File: src/relay_ctl_pkg.sv
/*
 * Package for the speed alarm relay controller: register map, field
 * layouts, reset values, timing constants and carrier structs.
 * Assumes a single 250 MHz system clock and an AHB-Lite register bus.
 */
`default_nettype none
package relay_ctl_pkg;

    localparam int unsigned CLK_HZ = 250_000_000;
    localparam int unsigned TENTH_MS = 100;
    localparam int unsigned TENTH_CYCLES = CLK_HZ / 1000 * TENTH_MS;
    localparam int unsigned HOLD_S = 5;
    localparam int unsigned HOLD_TENTHS = HOLD_S * 10;
    localparam int unsigned TENTHS_PER_S = 10;

    localparam logic [7:0] OFS_CTRL = 8'h00;
    localparam logic [7:0] OFS_LOW = 8'h04;
    localparam logic [7:0] OFS_HIGH = 8'h08;
    localparam logic [7:0] OFS_DELAY = 8'h0c;
    localparam logic [7:0] OFS_SPEED = 8'h10;
    localparam logic [7:0] OFS_STATUS = 8'h14;
    localparam logic [7:0] OFS_IRQ_STAT = 8'h18;
    localparam logic [7:0] OFS_IRQ_MASK = 8'h1c;
    localparam logic [7:0] OFS_SERIAL = 8'h20;
    localparam logic [7:0] OFS_GAIN = 8'h24;

    localparam logic [15:0] LOW_RESET = 16'h0015;
    localparam logic [15:0] HIGH_RESET = 16'h0100;
    localparam logic [7:0] DELAY_RESET = 8'h00;
    localparam logic [3:0] STATION_RESET = 4'h0;
    localparam int unsigned MAX_STATIONS = 16;

    localparam int CTRL_EN_BIT = 0;
    localparam int CTRL_POL_BIT = 1;
    localparam int CTRL_SIM_BIT = 2;
    localparam int CTRL_FN_LSB = 4;

    localparam int unsigned IRQ_ALARM_ON = 0;
    localparam int unsigned IRQ_ALARM_OFF = 1;
    localparam int unsigned IRQ_MODE = 2;

    typedef enum logic [2:0] {
        FN_NONE = 3'h0,
        FN_LOW_SPEED = 3'h1,
        FN_HIGH_SPEED = 3'h2,
        FN_BAND_SPEED = 3'h3,
        FN_LIFTER = 3'h4
    } relay_fn_t;

    typedef enum logic [2:0] {
        SPAN_IDLE = 3'b000,
        SPAN_LOWER = 3'b001,
        SPAN_WAIT = 3'b011,
        SPAN_RAISE = 3'b010
    } span_step_t;

    typedef struct packed {
        logic [3:0] station_id;
        logic [1:0] port_a_role;
        logic [1:0] port_b_role;
    } serial_cfg_t;

    typedef struct packed {
        logic [1:0] resetn_sync;
        logic [1:0] button_sync;
        logic [1:0] span_a_sync;
        logic [1:0] span_b_sync;
        logic [1:0] prev_span;
        logic [31:0] hrdata;
        logic ph_valid;
        logic ph_write;
        logic [7:0] ph_addr;
        logic enable;
        logic closed_at_rest;
        logic sim_on;
        relay_fn_t func;
        logic [15:0] low_set;
        logic [15:0] high_set;
        logic [7:0] delay_set;
        logic [15:0] speed;
        logic [15:0] rate_gain;
        logic [15:0] saved_gain;
        serial_cfg_t serial;
        logic [24:0] tick_cnt;
        logic [15:0] delay_cnt;
        logic [7:0] hold_cnt;
        logic hold_done;
        logic program_mode;
        logic setting_step;
        logic alarm;
        logic lifter_on;
        span_step_t span;
        logic [2:0] irq_stat;
        logic [2:0] irq_mask;
        logic contact;
    } relay_state_t;

    function automatic logic [15:0] bcd4_to_bin(input logic [15:0] d);
        return 16'(d[15:12] * 16'd1000 + d[11:8] * 16'd100 +
                   d[7:4] * 16'd10 + d[3:0]);
    endfunction

endpackage
`default_nettype wire

File: src/speed_alarm_relay_control.sv
/*
 * Speed alarm and calibration weight lifter relay controller with its
 * AHB-Lite register slave and interrupt logic.
 * Assumes one 250 MHz clock, an asynchronous active-low reset, and a
 * function button and span step inputs that arrive from outside.
 */
`timescale 1ns/100ps
`default_nettype none

module speed_alarm_relay_control #(
    parameter int unsigned TICK_CYCLES = relay_ctl_pkg::TENTH_CYCLES
) (
    input wire logic sys_clk,
    input wire logic resetn,
    input wire logic haddr_sel,
    input wire logic [31:0] haddr,
    input wire logic [1:0] htrans,
    input wire logic hwrite,
    input wire logic [2:0] hsize,
    input wire logic [31:0] hwdata,
    input wire logic hready,
    output logic [31:0] hrdata,
    output logic hreadyout,
    output logic hresp,
    input wire logic function_button,
    input wire logic [1:0] span_step,
    output logic relay_contact,
    output logic program_mode,
    output logic setting_step,
    output logic [3:0] station_id,
    output logic [1:0] port_a_role,
    output logic [1:0] port_b_role,
    output logic [15:0] rate_gain,
    output logic irq
);

    relay_ctl_pkg::relay_state_t st;
    relay_ctl_pkg::relay_state_t nx;
    logic [1:0] rst_sync;
    logic rst_n;
    logic below;
    logic above;
    logic cond;
    logic [15:0] delay_cycles_tenths;
    logic tick;
    logic take;
    logic [7:0] ph_addr_now;

    // Reset released through two flip-flops
    always_ff @(posedge sys_clk or negedge resetn) begin
        if (!resetn) begin
            rst_sync <= 2'h0;
        end else begin
            rst_sync <= {rst_sync[0], 1'b1};
        end
    end
    assign rst_n = rst_sync[1];

    assign tick = (st.tick_cnt == 25'(TICK_CYCLES - 1));
    assign ph_addr_now = haddr[7:0];
    assign take = haddr_sel && hready && htrans[1];

    always_comb begin
        below = relay_ctl_pkg::bcd4_to_bin(st.speed)
            < relay_ctl_pkg::bcd4_to_bin(st.low_set);
        above = relay_ctl_pkg::bcd4_to_bin(st.speed)
            > relay_ctl_pkg::bcd4_to_bin(st.high_set);
        case (st.func)
            relay_ctl_pkg::FN_LOW_SPEED: cond = below;
            relay_ctl_pkg::FN_HIGH_SPEED: cond = above;
            relay_ctl_pkg::FN_BAND_SPEED: cond = below || above;
            default: cond = 1'b0;
        endcase
        cond = cond && st.enable;
        delay_cycles_tenths = 16'((st.delay_set[7:4] * 8'd10
            + st.delay_set[3:0]) * relay_ctl_pkg::TENTHS_PER_S);
    end

    always_comb begin
        nx = st;
        nx.button_sync = {st.button_sync[0], function_button};
        nx.span_a_sync = {st.span_a_sync[0], span_step[0]};
        nx.span_b_sync = {st.span_b_sync[0], span_step[1]};
        nx.prev_span = {st.span_b_sync[1], st.span_a_sync[1]};
        nx.tick_cnt = tick ? 25'h0 : st.tick_cnt + 25'h1;
        nx.setting_step = 1'b0;

        // Function button: long hold toggles mode, short press steps in program mode
        if (st.button_sync[1]) begin
            if (tick && !st.hold_done) begin
                if (st.hold_cnt == 8'(relay_ctl_pkg::HOLD_TENTHS - 1)) begin
                    nx.hold_done = 1'b1;
                    nx.program_mode = !st.program_mode;
                    nx.irq_stat[relay_ctl_pkg::IRQ_MODE] = 1'b1;
                    if (st.program_mode) begin
                        nx.sim_on = 1'b0;
                        if (st.sim_on) begin
                            nx.rate_gain = st.saved_gain;
                        end
                    end
                end else begin
                    nx.hold_cnt = st.hold_cnt + 8'h1;
                end
            end
        end else begin
            if (st.hold_cnt != 8'h0 && !st.hold_done && st.program_mode) begin
                nx.setting_step = 1'b1;
            end
            nx.hold_cnt = 8'h0;
            nx.hold_done = 1'b0;
        end

        // Operate delay counts tenths while the condition holds
        if (!cond) begin
            nx.delay_cnt = 16'h0;
            nx.alarm = 1'b0;
        end else if (st.delay_cnt >= delay_cycles_tenths) begin
            nx.alarm = 1'b1;
        end else if (tick) begin
            nx.delay_cnt = st.delay_cnt + 16'h1;
        end
        if (nx.alarm && !st.alarm) begin
            nx.irq_stat[relay_ctl_pkg::IRQ_ALARM_ON] = 1'b1;
        end
        if (!nx.alarm && st.alarm) begin
            nx.irq_stat[relay_ctl_pkg::IRQ_ALARM_OFF] = 1'b1;
        end

        // Span cycle steps drive the lifter
        nx.span = relay_ctl_pkg::span_step_t'({1'b0, st.prev_span});
        case (st.span)
            relay_ctl_pkg::SPAN_LOWER: nx.lifter_on = 1'b1;
            relay_ctl_pkg::SPAN_WAIT: nx.lifter_on = 1'b1;
            relay_ctl_pkg::SPAN_RAISE: nx.lifter_on = 1'b0;
            default: nx.lifter_on = st.lifter_on;
        endcase

        if (st.func == relay_ctl_pkg::FN_LIFTER && st.enable) begin
            nx.contact = st.lifter_on ^ st.closed_at_rest;
        end else if (st.enable && st.func != relay_ctl_pkg::FN_NONE) begin
            nx.contact = st.alarm ^ st.closed_at_rest;
        end else begin
            nx.contact = st.closed_at_rest;
        end

        // Bus data phase
        nx.ph_valid = take;
        nx.ph_write = hwrite;
        nx.ph_addr = ph_addr_now;
        nx.hrdata = 32'h0;
        if (take && !hwrite) begin
            if (ph_addr_now == relay_ctl_pkg::OFS_CTRL) begin
                nx.hrdata = {25'h0, st.func, 1'b0, st.sim_on,
                    st.closed_at_rest, st.enable};
            end else if (ph_addr_now == relay_ctl_pkg::OFS_LOW) begin
                nx.hrdata = {16'h0, st.low_set};
            end else if (ph_addr_now == relay_ctl_pkg::OFS_HIGH) begin
                nx.hrdata = {16'h0, st.high_set};
            end else if (ph_addr_now == relay_ctl_pkg::OFS_DELAY) begin
                nx.hrdata = {24'h0, st.delay_set};
            end else if (ph_addr_now == relay_ctl_pkg::OFS_SPEED) begin
                nx.hrdata = {16'h0, st.speed};
            end else if (ph_addr_now == relay_ctl_pkg::OFS_STATUS) begin
                nx.hrdata = {27'h0, st.lifter_on, st.program_mode,
                    cond, st.alarm, st.contact};
            end else if (ph_addr_now == relay_ctl_pkg::OFS_IRQ_STAT) begin
                nx.hrdata = {29'h0, st.irq_stat};
                // Read clears, but an event in this cycle survives
                nx.irq_stat = 3'h0;
                if (nx.alarm && !st.alarm) begin
                    nx.irq_stat[relay_ctl_pkg::IRQ_ALARM_ON] = 1'b1;
                end
                if (!nx.alarm && st.alarm) begin
                    nx.irq_stat[relay_ctl_pkg::IRQ_ALARM_OFF] = 1'b1;
                end
                if (nx.program_mode != st.program_mode) begin
                    nx.irq_stat[relay_ctl_pkg::IRQ_MODE] = 1'b1;
                end
            end else if (ph_addr_now == relay_ctl_pkg::OFS_IRQ_MASK) begin
                nx.hrdata = {29'h0, st.irq_mask};
            end else if (ph_addr_now == relay_ctl_pkg::OFS_SERIAL) begin
                nx.hrdata = {24'h0, st.serial};
            end else if (ph_addr_now == relay_ctl_pkg::OFS_GAIN) begin
                nx.hrdata = {16'h0, st.rate_gain};
            end
        end
        if (st.ph_valid && st.ph_write) begin
            // Thresholds are never rescaled here; software re-enters them
            if (st.ph_addr == relay_ctl_pkg::OFS_CTRL) begin
                nx.enable = hwdata[relay_ctl_pkg::CTRL_EN_BIT];
                nx.closed_at_rest = hwdata[relay_ctl_pkg::CTRL_POL_BIT];
                nx.func = relay_ctl_pkg::relay_fn_t'(
                    hwdata[relay_ctl_pkg::CTRL_FN_LSB +: 3]);
                if (hwdata[relay_ctl_pkg::CTRL_SIM_BIT] && !st.sim_on) begin
                    nx.saved_gain = st.rate_gain;
                end
                nx.sim_on = hwdata[relay_ctl_pkg::CTRL_SIM_BIT];
            end else if (st.ph_addr == relay_ctl_pkg::OFS_LOW) begin
                nx.low_set = hwdata[15:0];
            end else if (st.ph_addr == relay_ctl_pkg::OFS_HIGH) begin
                nx.high_set = hwdata[15:0];
            end else if (st.ph_addr == relay_ctl_pkg::OFS_DELAY) begin
                nx.delay_set = hwdata[7:0];
            end else if (st.ph_addr == relay_ctl_pkg::OFS_SPEED) begin
                nx.speed = hwdata[15:0];
            end else if (st.ph_addr == relay_ctl_pkg::OFS_IRQ_MASK) begin
                nx.irq_mask = hwdata[2:0];
            end else if (st.ph_addr == relay_ctl_pkg::OFS_SERIAL) begin
                nx.serial = hwdata[7:0];
            end else if (st.ph_addr == relay_ctl_pkg::OFS_GAIN) begin
                nx.rate_gain = hwdata[15:0];
            end
        end
    end

    always_ff @(posedge sys_clk or negedge rst_n) begin
        if (!rst_n) begin
            st <= '0;
            st.low_set <= relay_ctl_pkg::LOW_RESET;
            st.high_set <= relay_ctl_pkg::HIGH_RESET;
            st.delay_set <= relay_ctl_pkg::DELAY_RESET;
            st.serial.station_id <= relay_ctl_pkg::STATION_RESET;
        end else begin
            st <= nx;
        end
    end

    assign hrdata = st.hrdata;
    assign hreadyout = 1'b1;
    assign hresp = 1'b0;
    assign relay_contact = st.contact;
    assign program_mode = st.program_mode;
    assign setting_step = st.setting_step;
    assign station_id = st.serial.station_id;
    assign port_a_role = st.serial.port_a_role;
    assign port_b_role = st.serial.port_b_role;
    assign rate_gain = st.rate_gain;
    assign irq = |(st.irq_stat & st.irq_mask);
endmodule
`default_nettype wire

File: config.mk
export PLATFORM = sky130hd
export DESIGN_NAME = speed_alarm_relay_control
export DESIGN_NICKNAME = d
export VERILOG_FILES = /design/src/relay_ctl_pkg.sv /design/src/speed_alarm_relay_control.sv
export SDC_FILE = /design/constraint.sdc
export NUM_CORES = 1
export LEC_CHECK = 0
export BUFFER_PORTS_ARGS = -buffer_cell sky130_fd_sc_hd__buf_4
export CAP_MARGIN = 20
export CELL_PAD_IN_SITES_DETAIL_PLACEMENT = 1
export CELL_PAD_IN_SITES_GLOBAL_PLACEMENT = 2
export CORE_MARGIN = 3
export CORE_UTILIZATION = 43
export DETAILED_ROUTE_END_ITERATION = 8
export GPL_TIMING_DRIVEN = 0
export HOLD_SLACK_MARGIN = 0.15
export PLACE_DENSITY = 0.93
export SLEW_MARGIN = 5
export SYNTH_ARGS = -nofsm -noshare
export SYNTH_HDL_FRONTEND = slang
export SYNTH_SLANG_ARGS = --single-unit
File: constraint.sdc
create_clock -name sys_clk -period 16.9 [get_ports sys_clk]
set_clock_uncertainty 0.05 [all_clocks]
set_input_delay 1.69 -clock sys_clk [delete_from_list [all_inputs] [get_ports sys_clk]]
set_output_delay 1.69 -clock sys_clk [all_outputs]
set_load 0.02 [all_outputs]
# Yosys cells after proc, flatten, opt, wreduce, memory -nomap -nowiden
# Cells that the tools add are included.
# op_classes
n_eq_ne,31
shift,0
bitwise,9
multipliers,11
mux,76
reduce_logical,38
add_sub_neg,13
n_div,0
n_lt_le_gt_ge,3
# ops
operator,n
16-bit 2-to-1 mux,28
100-bit 2-to-1 mux,1
72-bit 2-to-1 mux,1
8-bit 2-to-1 mux,9
56-bit 2-to-1 mux,1
15-bit by 8-bit adder with 16-bit output,3
16-bit by 4-bit adder with 16-bit output,3
8-bit by 5-bit == test with 1-bit output (second input constant),6
14-bit by 11-bit adder with 15-bit output,3
8-bit by 6-bit == test with 1-bit output (second input constant),5
40-bit 2-to-1 mux,1
4-bit by 7-bit multiplier with 11-bit output (second input constant),3
8-bit by 4-bit == test with 1-bit output (second input constant),4
32-bit 2-to-1 mux,1
4-bit by 3-bit multiplier with 7-bit output (second input constant),4
4-bit by 5-bit multiplier with 9-bit output (second input constant),3
25-bit by 1-bit adder with 25-bit output (second input constant),1
25-bit == test (second input constant),1
25-bit 2-to-1 mux,1
3-bit 2-to-1 mux,8
1-bit 2-to-1 mux,19
16-bit by 1-bit adder with 16-bit output (second input constant),1
8-bit by 3-bit == test with 1-bit output (second input constant),2
16-bit by 13-bit greater-or-equal comparator with 1-bit output,1
other kinds (38),71
# totals
latch_bits,0
regBits,217
word_cells,215
n_memories,0
ramBits,0
romBits,0
input_bits,77
out_inout_bits,62

# Logic depth before layout (Yosys ltp)
# Gate-level depths: netlist of run 1.
# logic_depth
ltp_word,20
ltp_mapped,26
depth_no_buf,24

# Worst setup path before layout of run 1
# No wires, ideal clock.
# synth_timing
path_type,register to register
from,register st[118] in the netlist's numbering
to,register st[36] in the netlist's numbering
n_path_buf,2
setup_time_ps,119
required_ps,16731
t_arrival_ps,5394
period_less_slack_ps,5563
path_stages_with_launch,24
path_slack_ps,11337
cell_sequence,dfrtp_1 ha_1 fa_1 fa_1 inv_1 fa_1 inv_1 ha_1 ha_1 a21oi_1 o21bai_1 a21oi_1 o21ai_0 a21oi_1 xnor2_1 ha_1 a21oi_1 o21ai_0 o21a_1 a221o_1 a2bb2oi_2 buf_4 buf_6 nor2_1
# synth_via
elab_chain_cells,10
elab_cells_between_ends,13
cone_classes,add/sub (3); mul (1); order compare (2); eq/ne (2); mux (2); reduce/logical (3)
# synth_lines
item,line,text
"start, declared",speed_alarm_relay_control.sv:37,relay_ctl_pkg::relay_state_t st;
"start signal, assigned",speed_alarm_relay_control.sv:224,st <= nx;
4-bit by 7-bit multiplier with 11-bit output (*),relay_ctl_pkg.sv:99,return 16'(d[15:12] * 16'd1000 + d[11:8] * 16'd100 +
14-bit by 11-bit adder with 15-bit output (*),relay_ctl_pkg.sv:99,
15-bit by 8-bit adder with 16-bit output (*),relay_ctl_pkg.sv:99,
16-bit by 4-bit adder with 16-bit output (*),relay_ctl_pkg.sv:100,d[7:4] * 16'd10 + d[3:0]);
16-bit less-than comparator / 16-bit greater-than comparator (equally long branches),"speed_alarm_relay_control.sv:65, speed_alarm_relay_control.sv:67",
1-bit logical OR,speed_alarm_relay_control.sv:71,relay_ctl_pkg::FN_BAND_SPEED: cond = below || above;
1-bit case mux with 3 select lines (*),speed_alarm_relay_control.sv:68,case (st.func)
1-bit logical AND (*),speed_alarm_relay_control.sv:74,cond = cond && st.enable;
2-bit != test (no source line) / 2-bit by 1-bit != test with 1-bit output (equally long branches),n/a,
2-bit AND reduction (no source line),n/a,
# Every way passes the cells marked *; elsewhere a longest branch is shown, timed or not.
# A chain may end at the register's enable or synchronous reset.

==> flow_metrics.tcl, run 1 <==
set metrics [dict create \
    seq_area_um2 5040 \
    worst_slew_pin_slew_ns 0.915 \
    power.switching_w 0.000630 \
    syn_inst 1483 \
    hold_viol 0 \
    worst_hold_path_type "flop to asynchronous set/reset pin" \
    min_period_over_period 0.392 \
    max_slew_margin 0.388 \
    rows 68 \
    synth_top_area_frac 0.325 \
    htree_num_levels 1 \
    synth_enable_flop_cells 0 \
    ys_seq_elements 201 \
    setup_tns_ns 0 \
    seqPwrFrac 0.295 \
    dr.first_iter.drc_count 535 \
    synth_area_um2 15200 \
    vias_per_cell 5.50 \
    cap_viol_max_count 0 \
    yosys_most_used_dff "dfrtp_1" \
    dp_hpwl_mm 31.9 \
    grt_pass1_wl_mm 66.6 \
    arrival_ns 6.92 \
    yosysTopAreaCell "dfrtp_1" \
    ys_types 70 \
    drive_gt1_frac 0.164 \
    grt_pass1_vias 12500 \
    fmax_mhz 151 \
    ant_nets 0 \
    startpoint_type "flop" \
    first_pass_iters 5 \
    pwr-share-comb 0.431 \
    endpoint_kind "flop" \
    critical_path_class "flop to flop" \
    ioPinCount 139 \
    postCtsSetupBuffers 0 \
    cts_tree "built" \
    min_period_ns 6.63 \
    cts_max_path_buffers 3 \
    routed_wl_mm 40.9 \
    multi_input_area_um2 9110 \
    r2r_start "st[119]" \
    rrSetupSlack_ns 10.27 \
    critPathMaxFanout 7 \
    worstPathRequired_ns 17.19 \
    ys_async_sr_fraction 1.00 \
    grt_max_degree 57 \
    cp-startpoint "st[119]" \
    initial_utilization 0.438 \
    antenna_found_initial 1 \
    reg2reg_depth 20 \
    place.gp.congestion 0.806 \
    power.density_nw_per_um2 102 \
    area_delta_synth_final_pct 13.1 \
    die_y_um 194 \
    core_region_area_um2 34600 \
    routedWlPerCell_um 19.7 \
    final_common_cell "ha_1" \
    cts.reportedPaths.clkPinSlew_ns 0.06 \
    num_vias 11400 \
    numCtsBuffers 22 \
    die_area_um2 37600 \
    synth_area_leaders "dfrtp_1 32%, ha_1 18%, fa_1 7.1%, mux2_2 6.0%, xnor2_1 3.8%" \
    yosysSeqAreaShare 0.332 \
    irDropWorstVdd_uv 71.2 \
    rsz0062_at_grt "false" \
    clkPwrFrac 0.275 \
    grt_overflow_total 0 \
    placed_area_um2 16500 \
    synth-warning-count 0 \
    fin_nets 1951 \
    fin_area_um2 17200 \
    finalSetupViolations 0 \
    outcome "completed" \
    fillers 3893 \
    cts_hold_buffers 0 \
    die_x_um 194 \
    cts_root_buf "clkbuf_16" \
    syn_area_per_cell_um2 10.2 \
    internal_power_w 0.00111 \
    layout_common_cells "218 x ha_1, 196 x dfrtp_1, 143 x inv_1, 135 x buf_4, 107 x nor2_1" \
    crit_end "hrdata[2]" \
    numPortBuffers 75 \
    antenna_cells 0 \
    cts_repair_resize_count 0 \
    cts.sinks 201 \
    leakage_nw 8.57 \
    drc 0 \
    swShare 0.361 \
    r2r_end "hrdata[2]" \
    gr-usage-all-layers 0.216 \
    drv_slew 0 \
    clkLatencyLatePin_ns 0.52 \
]
worst min-delay path by stage:
| stage | start | to | slack, ns | cells past startpoint |
|---|---|---|---|---|
| after floorplan | nx[213] | nx[208] | 0.28 | 0 |
| after global placement | nx[208] | nx[7] | 0.28 | 0 |
| after detailed placement | nx[213] | nx[208] | 0.29 | 0 |
| after CTS | rst_sync[1] | port_b_role[1] | 0.30 | 0 |
| after global routing | nx[213] | nx[208] | 0.30 | 0 |
| final | rst_sync[1] | port_b_role[1] | 0.28 | 0 |
flip-flops by register name (all words and copies together) (netlist names):
| register | flops |
|---|---|
| st | 149 |
| rst_sync | 2 |
| port_b_role | 2 |
| port_a_role | 2 |
| relay_contact | 1 |
| station_id | 4 |
| program_mode | 1 |
| nx | 7 |
| setting_step | 1 |
| hrdata | 16 |
| rate_gain | 16 |
cell families (layout without fill, tap and decap cells):
kind of cell,count (synthesis),count (layout),synth area share
other cells,2,19,0.000495
xor+xnor,107,107,0.0631
buf+inv,228,346,0.0723
flops,201,201,0.332
compound gates,244,244,0.107
mux,95,95,0.0693
fa+ha+maj,272,272,0.251
simple gates,334,334,0.105
per-layer routing:
metal	GRT usage	up-vias	part of all wire
met1	0.273	5800	0.43
met5	0	-	0
met3	0.0311	87	0.038
met4	0.0582	0	0.027
li1	-	5297	-
met2	0.386	224	0.50
critical path, cell delays in order, from the launching register on:
cell and delay (ns):
dfrtp_1 0.58, ha_1 0.31, ha_1 0.28, ha_1 0.23, fa_1 0.49, inv_1 0.07
fa_1 0.51, inv_1 0.04, ha_1 0.28, ha_1 0.35, a21oi_1 0.25, o21bai_1 0.10
a21oi_1 0.25, o21ai_0 0.17, a211oi_1 0.26, nor3_1 0.13, ha_1 0.32, nor4bb_1 0.65
o21ai_0 0.25, a2bb2oi_2 0.24, o41ai_1 0.63
power groups by stage:
stage | clock [W] | combinational [W] | sequential [W]
floorplan | 0 | 0.000576 | 0.000519
global placement | 0 | 0.000703 | 0.000529
detailed placement | 0 | 0.000749 | 0.000523
CTS | 0.000489 | 0.000761 | 0.000514
global route | 0.000512 | 0.000866 | 0.000516
finish | 0.000479 | 0.000751 | 0.000514
synthesized netlist by cell type, types with 4 or more instances:
master / count
a21o_1: 34
nor2_1: 107
fa_1: 54
or3_1: 4
a22oi_1: 8
nand4_1: 15
nand2_1: 95
dfstp_2: 4
nor3_1: 12
ha_1: 218
o21a_1: 4
a221oi_1: 13
inv_1: 143
buf_4: 60
mux2i_1: 14
and2_1: 6
a222oi_1: 8
mux2_2: 81
xor2_1: 39
and3_1: 13
dfrtp_1: 197
o21ai_0: 45
nor4_1: 5
clkbuf_1: 21
xnor2_1: 66
a31oi_1: 25
nor2b_1: 14
and4_1: 4
nand2b_1: 12
nand3_1: 34
o21bai_1: 12
a211oi_1: 4
a21oi_1: 60
layout make-up:
class	count	area share
timing repair buffer	78	0.0376
multi-input combinational	1071	0.530
clock buffer	35	0.0372
buffer	85	0.0326
tap	455	0.0332
sequential	201	0.293
inverter	143	0.0313
clock inverter	5	0.00415
through the flow:
| step | hold slack (ns) | worst slack [ns] | power [W] | std cells | utilization |
|---|---|---|---|---|---|
| floorplan | 0.281 | 10.84 | 0.00109 | 1500 | - |
| finish | 0.279 | 10.27 | 0.00174 | 2073 | 0.496 |
| detailed placement | 0.286 | 10.36 | 0.00127 | 2033 | 0.475 |
| global route | 0.299 | 9.95 | 0.00189 | 2073 | 0.496 |
| CTS | 0.299 | 10.34 | 0.00176 | 2073 | 0.496 |
| global placement | 0.283 | 8.64 | 0.00123 | 2030 | 0.473 |
Note: power is estimated with default switching activity, not from simulation.
==> run 2: changes to the inputs <==
- ABC_AREA: not set -> 1
- CORE_UTILIZATION: 43 -> 37
- PLACE_DENSITY: 0.93 -> 0.87
- clock period: 16.9 -> 6.2 ns (I/O delays scaled with it)
==> run 2 against run 1 <==
Net effect: sequential power rose to 2.6 times the previous value; critical path depth up 12; register-to-register slack worse by 10 ns; global-route usage down 1.8 points; worst setup slack worse by 10 ns.
==> flow_metrics.tcl, run 2 <==
set metrics [dict create \
    grt_pass1_vias 13800 \
    leakage_nw 9.30 \
    largest_register "st" \
    place_inst 2508 \
    hold_ws_ns 0.168 \
    numPortBuffers 76 \
    cpMostUsedCell "nand2_1" \
    grt_overflow_total 0 \
    worstPathRequired_ns 6.58 \
    ys_types 56 \
    fillers 5014 \
    num_vias 12900 \
    power.total_w 0.00471 \
    synth_area_leaders "dfrtp_1 31%, ha_1 17%, inv_1 7.6%, nand2_1 7.1%, fa_1 6.8%" \
    dp_hpwl_mm 36.5 \
    die_y_um 213 \
    arrival_ns 6.31 \
    fin_util 0.434 \
    drive_gt1_frac 0.133 \
    synth_top_family_by_area "adder cells" \
    stdcell_count 2562 \
    cts_max_path_buffers 3 \
    yosysSeqAreaShare 0.319 \
    cp_slowest_cell "fa_1" \
    grt_pass1_wl_mm 71.7 \
    yosys_most_used_dff "dfrtp_1" \
    cts_root_buf "clkbuf_16" \
    fmax_mhz 169 \
    crit_buf_inv 5 \
    routedWlPerCell_um 17.3 \
    hold_viol 0 \
    dr.first_iter.drc_count 517 \
    numCtsBuffers 23 \
    synth-warning-count 0 \
    ant_nets 0 \
    startpoint_type "flop" \
    drc 0 \
    synthSimpleGateAreaFrac 0.156 \
    synthMuxAreaShare 0 \
    layout_common_cells "320 x inv_1, 293 x nand2_1, 218 x ha_1, 190 x dfrtp_1, 142 x o21ai_0" \
    ioPinCount 139 \
    cts.sinks 201 \
    die_area_um2 45200 \
    rrSetupSlack_ns 0.28 \
    cts_tree "built" \
    power.density_nw_per_um2 258 \
    synth_area_um2 15800 \
    critical_path_class "flop to flop" \
    gr-usage-all-layers 0.198 \
    core_region_area_um2 42000 \
    synth_xor_area_frac 0.0405 \
    min_period_over_period 0.955 \
    htree_num_levels 1 \
    cap_viol_max_count 0 \
    worst_slew_pin_slew_ns 0.853 \
    vias_per_cell 5.05 \
    fin_nets 2355 \
    antenna_cells 0 \
    first_pass_iters 5 \
    routed_wl_mm 44.3 \
    rows 75 \
    outcome "completed" \
    cts.reportedPaths.clkPinSlew_ns 0.06 \
    worst_hold_path_type "input port to flop" \
    initial_utilization 0.376 \
    final_common_cell "inv_1" \
    place.gp.congestion 0.852 \
    placed_area_um2 17200 \
    ys_seq_elements 201 \
    seq_area_um2 5050 \
    synth_top_area_frac 0.312 \
    min_period_ns 5.92 \
    area_delta_synth_final_pct 15.4 \
    max_slew_margin 0.427 \
    synth_most_common_cell "inv_1" \
    syn_inst 1873 \
    largest_reg_flops 149 \
    synth_commonest_cells "320 x inv_1, 297 x nand2_1, 218 x ha_1" \
    synth_enable_flop_cells 0 \
    drv_slew 0 \
    clkLatencyLatePin_ns 0.53 \
    critPathMaxFanout 6 \
    die_x_um 213 \
    syn_area_per_cell_um2 8.44 \
    max_stage_delay_ns 0.61 \
    critPathTopFamily "adder cells" \
    grt_max_degree 65 \
    yosys.area_share.adder 0.241 \
    finalSetupViolations 0 \
    multi_input_area_um2 9100 \
    fin_area_um2 18200 \
    synth_compound_area_frac 0.130 \
    irDropWorstVdd_uv 157 \
    endpoint_kind "flop" \
    yosysTopAreaCell "dfrtp_1" \
    ys_async_sr_fraction 1.00 \
    antenna_found_initial 2 \
]
## run 2: changes by cell type in the layout (fill, tap and decap cells not counted), sizes merged, moves of 35 or more
cell   delta
xnor2    -35
inv     +188
mux2     -81
a21oi    +36
nand2   +214
o21ai   +117
nand3    +51
## run 2: timing repair
item | CTS | global route
hold buffers | 8 | 1
endpoints found under the setup margin | 16 | 20
resized for setup | 2 | 20
setup buffers | 1 | 2
pin swaps | 2 | 4
endpoints found under the hold margin | 9 | 1
## run 2: cell type report
class                           count  area share
Timing Repair Buffer               91      0.0427
Clock buffer                       26      0.0338
Sequential cell                   201       0.277
Buffer                             83      0.0301
Inverter                          332      0.0683
Clock inverter                     16      0.0124
Tap cell                          539      0.0370
Multi-Input combinational cell   1274       0.499
## run 2: worst register-to-register path, delay by kind of cell (launching register included)
kind | cells | cell delay, ns
xor+xnor | 2 | 0.27
simple gates | 15 | 1.41
buf+inv | 5 | 0.43
compound gates | 3 | 0.50
fa+ha+maj | 7 | 2.73
flops | 1 | 0.46
## run 2: worst paths after layout
check                             from  cells after the start   endpoint
max                            st[118]                     32  hrdata[2]
min                           haddr[4]                      1    st[170]
max reg2reg                    st[118]                     32  hrdata[2]
min reg2reg                rst_sync[1]                      0     st[22]
max in group asynchronous  rst_sync[1]                      1    st[148]
min in group asynchronous  rst_sync[1]                      0     st[22]
## run 2: stage by stage
stage	setup TNS (ns)	setup slack [ns]
2_1_floorplan	0	0.141
3_3_place_gp	-468.04	-2.43
3_5_place_dp	-1.19	-0.138
4_1_cts	0	0.00760
5_1_grt	-0.0581	-0.0221
6_report	0	0.276
## run 2: per-layer routing
| layer | GRT usage | vias to the layer above | routed length [um] |
|---|---|---|---|
| met2 | 0.346 | 186 | 22000 |
| met1 | 0.265 | 6384 | 20200 |
| met5 | 0 | - | 0 |
| met3 | 0.0217 | 55 | 1300 |
| met4 | 0.0415 | 0 | 837 |
| li1 | - | 6317 | - |
## run 2: logic make-up (layout without fill, tap and decap cells)
group,after synthesis,after routing
and+or+nand+nor,557,557
DFF,201,201
adders and majority gates,272,272
AOI/OAI and AO/OA,353,353
buffers and inverters,415,548
other,2,19
xor gates and xnor gates,73,73
## run 2: power by group
group	switching [W]	internal, W
clock	0.000584	0.000929
combinational	0.00113	0.000718
sequential	0.0000242	0.00133
==> run 3: changes to the inputs <==
- clock period: 6.2 -> 6.35 ns (I/O delays scaled with it)
==> run 3 against run 2 <==
Net effect: register-to-register slack better by 0.03 ns; sequential share of layout area is 0.090 points higher; wire length hardly changed; utilization is 0.14 points lower; combinational power is 4% lower; worst setup slack better by 0.026 ns; die area stayed put; clock power hardly changed; clock-buffer cell count stayed put; critical endpoint unchanged; largest cell class unchanged; largest power group unchanged.
==> flow_metrics.tcl, run 3 (synthesis gave the netlist of run 2 again) <==
set metrics [dict create \
    endpoint_kind "flop" \
    worstPathRequired_ns 6.73 \
    die_x_um 213 \
    gr-usage-all-layers 0.198 \
    setup_tns_ns 0 \
    core_region_area_um2 42000 \
    place_inst 2508 \
    grt_pass1_vias 13800 \
    min_period_over_period 0.952 \
    drive_gt1_frac 0.130 \
    crit_buf_inv 5 \
    cts.reportedPaths.clkPinSlew_ns 0.06 \
    area_delta_synth_final_pct 15.0 \
    irDropWorstVdd_uv 154 \
    grt_overflow_total 0 \
    place.gp.congestion 0.852 \
    rrSetupSlack_ns 0.30 \
    fin_nets 2351 \
    cts_root_buf "clkbuf_16" \
    cpMostUsedCell "nand2_1" \
    outcome "completed" \
    worst_hold_path_type "input port to flop" \
    final_common_cell "inv_1" \
    die_area_um2 45200 \
    fmax_mhz 165 \
    vias_per_cell 5.05 \
    cap_viol_max_count 0 \
    critPathTopFamily "adder cells" \
    routed_wl_mm 44.4 \
    num_vias 12900 \
    fin_area_um2 18200 \
    antenna_cells 0 \
    min_period_ns 6.05 \
    layout_common_cells "320 x inv_1, 297 x nand2_1, 218 x ha_1, 190 x dfrtp_1, 142 x o21ai_0" \
    stdcell_count 2558 \
    startpoint_type "flop" \
    r2r_end "hrdata[2]" \
    r2r_start "st[117]" \
    routedWlPerCell_um 17.3 \
    largest_register "st" \
    drv_slew 0 \
    htree_num_levels 1 \
    grt_max_degree 65 \
    ioPinCount 139 \
    largest_reg_flops 149 \
    placed_area_um2 17200 \
    first_pass_iters 4 \
    hold_viol 0 \
    whs_endpoint "st[167]" \
    whs_path_depth 1 \
    grt_pass1_wl_mm 71.7 \
    hold_start "haddr[1]" \
    antenna_found_initial 2 \
    clkLatencyLatePin_ns 0.53 \
    power.density_nw_per_um2 252 \
    drc 0 \
    max_slew_margin 0.433 \
    critPathMaxFanout 6 \
    leakage_nw 9.28 \
    rows 75 \
    finalSetupViolations 0 \
    dp_hpwl_mm 36.5 \
    reg2reg_depth 32 \
    numPortBuffers 76 \
    worst_slew_pin_slew_ns 0.843 \
    dr.first_iter.drc_count 569 \
    ant_nets 0 \
    cts.sinks 201 \
    cts_tree "built" \
    numCtsBuffers 23 \
    initial_utilization 0.376 \
    die_y_um 213 \
    max_stage_delay_ns 0.62 \
    cts_max_path_buffers 3 \
    arrival_ns 6.43 \
    critical_path_class "flop to flop" \
    fin_util 0.432 \
    cp_slowest_cell "fa_1" \
]
## run 3: cell count changes in the layout (fill, tap and decap cells not counted)
cell           delta
buf_4             -1
dlygate4sd3_1     -3
nand2_1           +4
nand2_2           -4
o21bai_1          +1
o21bai_2          -1
xor2_1            +1
xor2_2            -1
## run 3: layout make-up
type	instances	area [um2]
Fill cell	5016	23900
Timing Repair Buffer	87	741
Inverter	332	1250
Sequential cell	201	5050
Multi-Input combinational cell	1274	9080
Buffer	83	548
Clock inverter	16	225
Tap cell	539	674
Clock buffer	26	617
## run 3: worst register-to-register path, delay by kind of cell (launching register included)
kind / cells / cell delay (ns)
xor gates and xnor gates: 2 / 0.27
and+or+nand+nor: 15 / 1.48
adders and majority gates: 7 / 2.73
buffers and inverters: 5 / 0.42
AOI/OAI and AO/OA: 3 / 0.54
DFF: 1 / 0.46
## run 3: metrics by stage
stage	total power (W)	hold slack, ns	setup slack (ns)
2_1_floorplan	0.00260	0.281	0.291
3_3_place_gp	0.00300	0.281	-2.28
3_5_place_dp	0.00310	0.286	0.0115
4_1_cts	0.00461	0.161	0.0890
5_1_grt	0.00493	0.155	-0.0226
6_report	0.00457	0.176	0.302
## run 3: how the worst max path moves through the flow
stage	start	to	slack, ns	cells after the start
global placement	rst_sync[1]	rate_gain[13]	-2.28	0
global route	st[117]	st[30]	-0.02	31
finish	st[117]	hrdata[2]	0.30	32
detailed placement	st[119]	st[25]	0.01	29
CTS	st[119]	st[25]	0.09	28
floorplan	rst_sync[1]	hrdata[0]	0.29	0
## run 3: report_power, final
| group | switching, W | leakage (nW) | internal, W |
|---|---|---|---|
| clock network | 0.000573 | 0.413 | 0.000907 |
| registers | 0.0000238 | 2.36 | 0.00130 |
| logic | 0.00108 | 6.51 | 0.000691 |
| total | 0.00168 | 9.28 | 0.00290 |
## run 3: layer usage
metal  global-route usage  routed length, um  up-vias
met3               0.0217               1190       51
li1                     -                  -     6308
met5                    0                  0        -
met1                0.266              20300     6377
met2                0.346              22100      174
met4               0.0406                738        0
## run 3: what timing repair did
action,CTS,global route
setup buffers,0,2
hold buffers,6,0
hold endpoints to repair,7,0
pin swaps,0,3
gates resized for setup,1,15
endpoints found under the setup margin,1,20
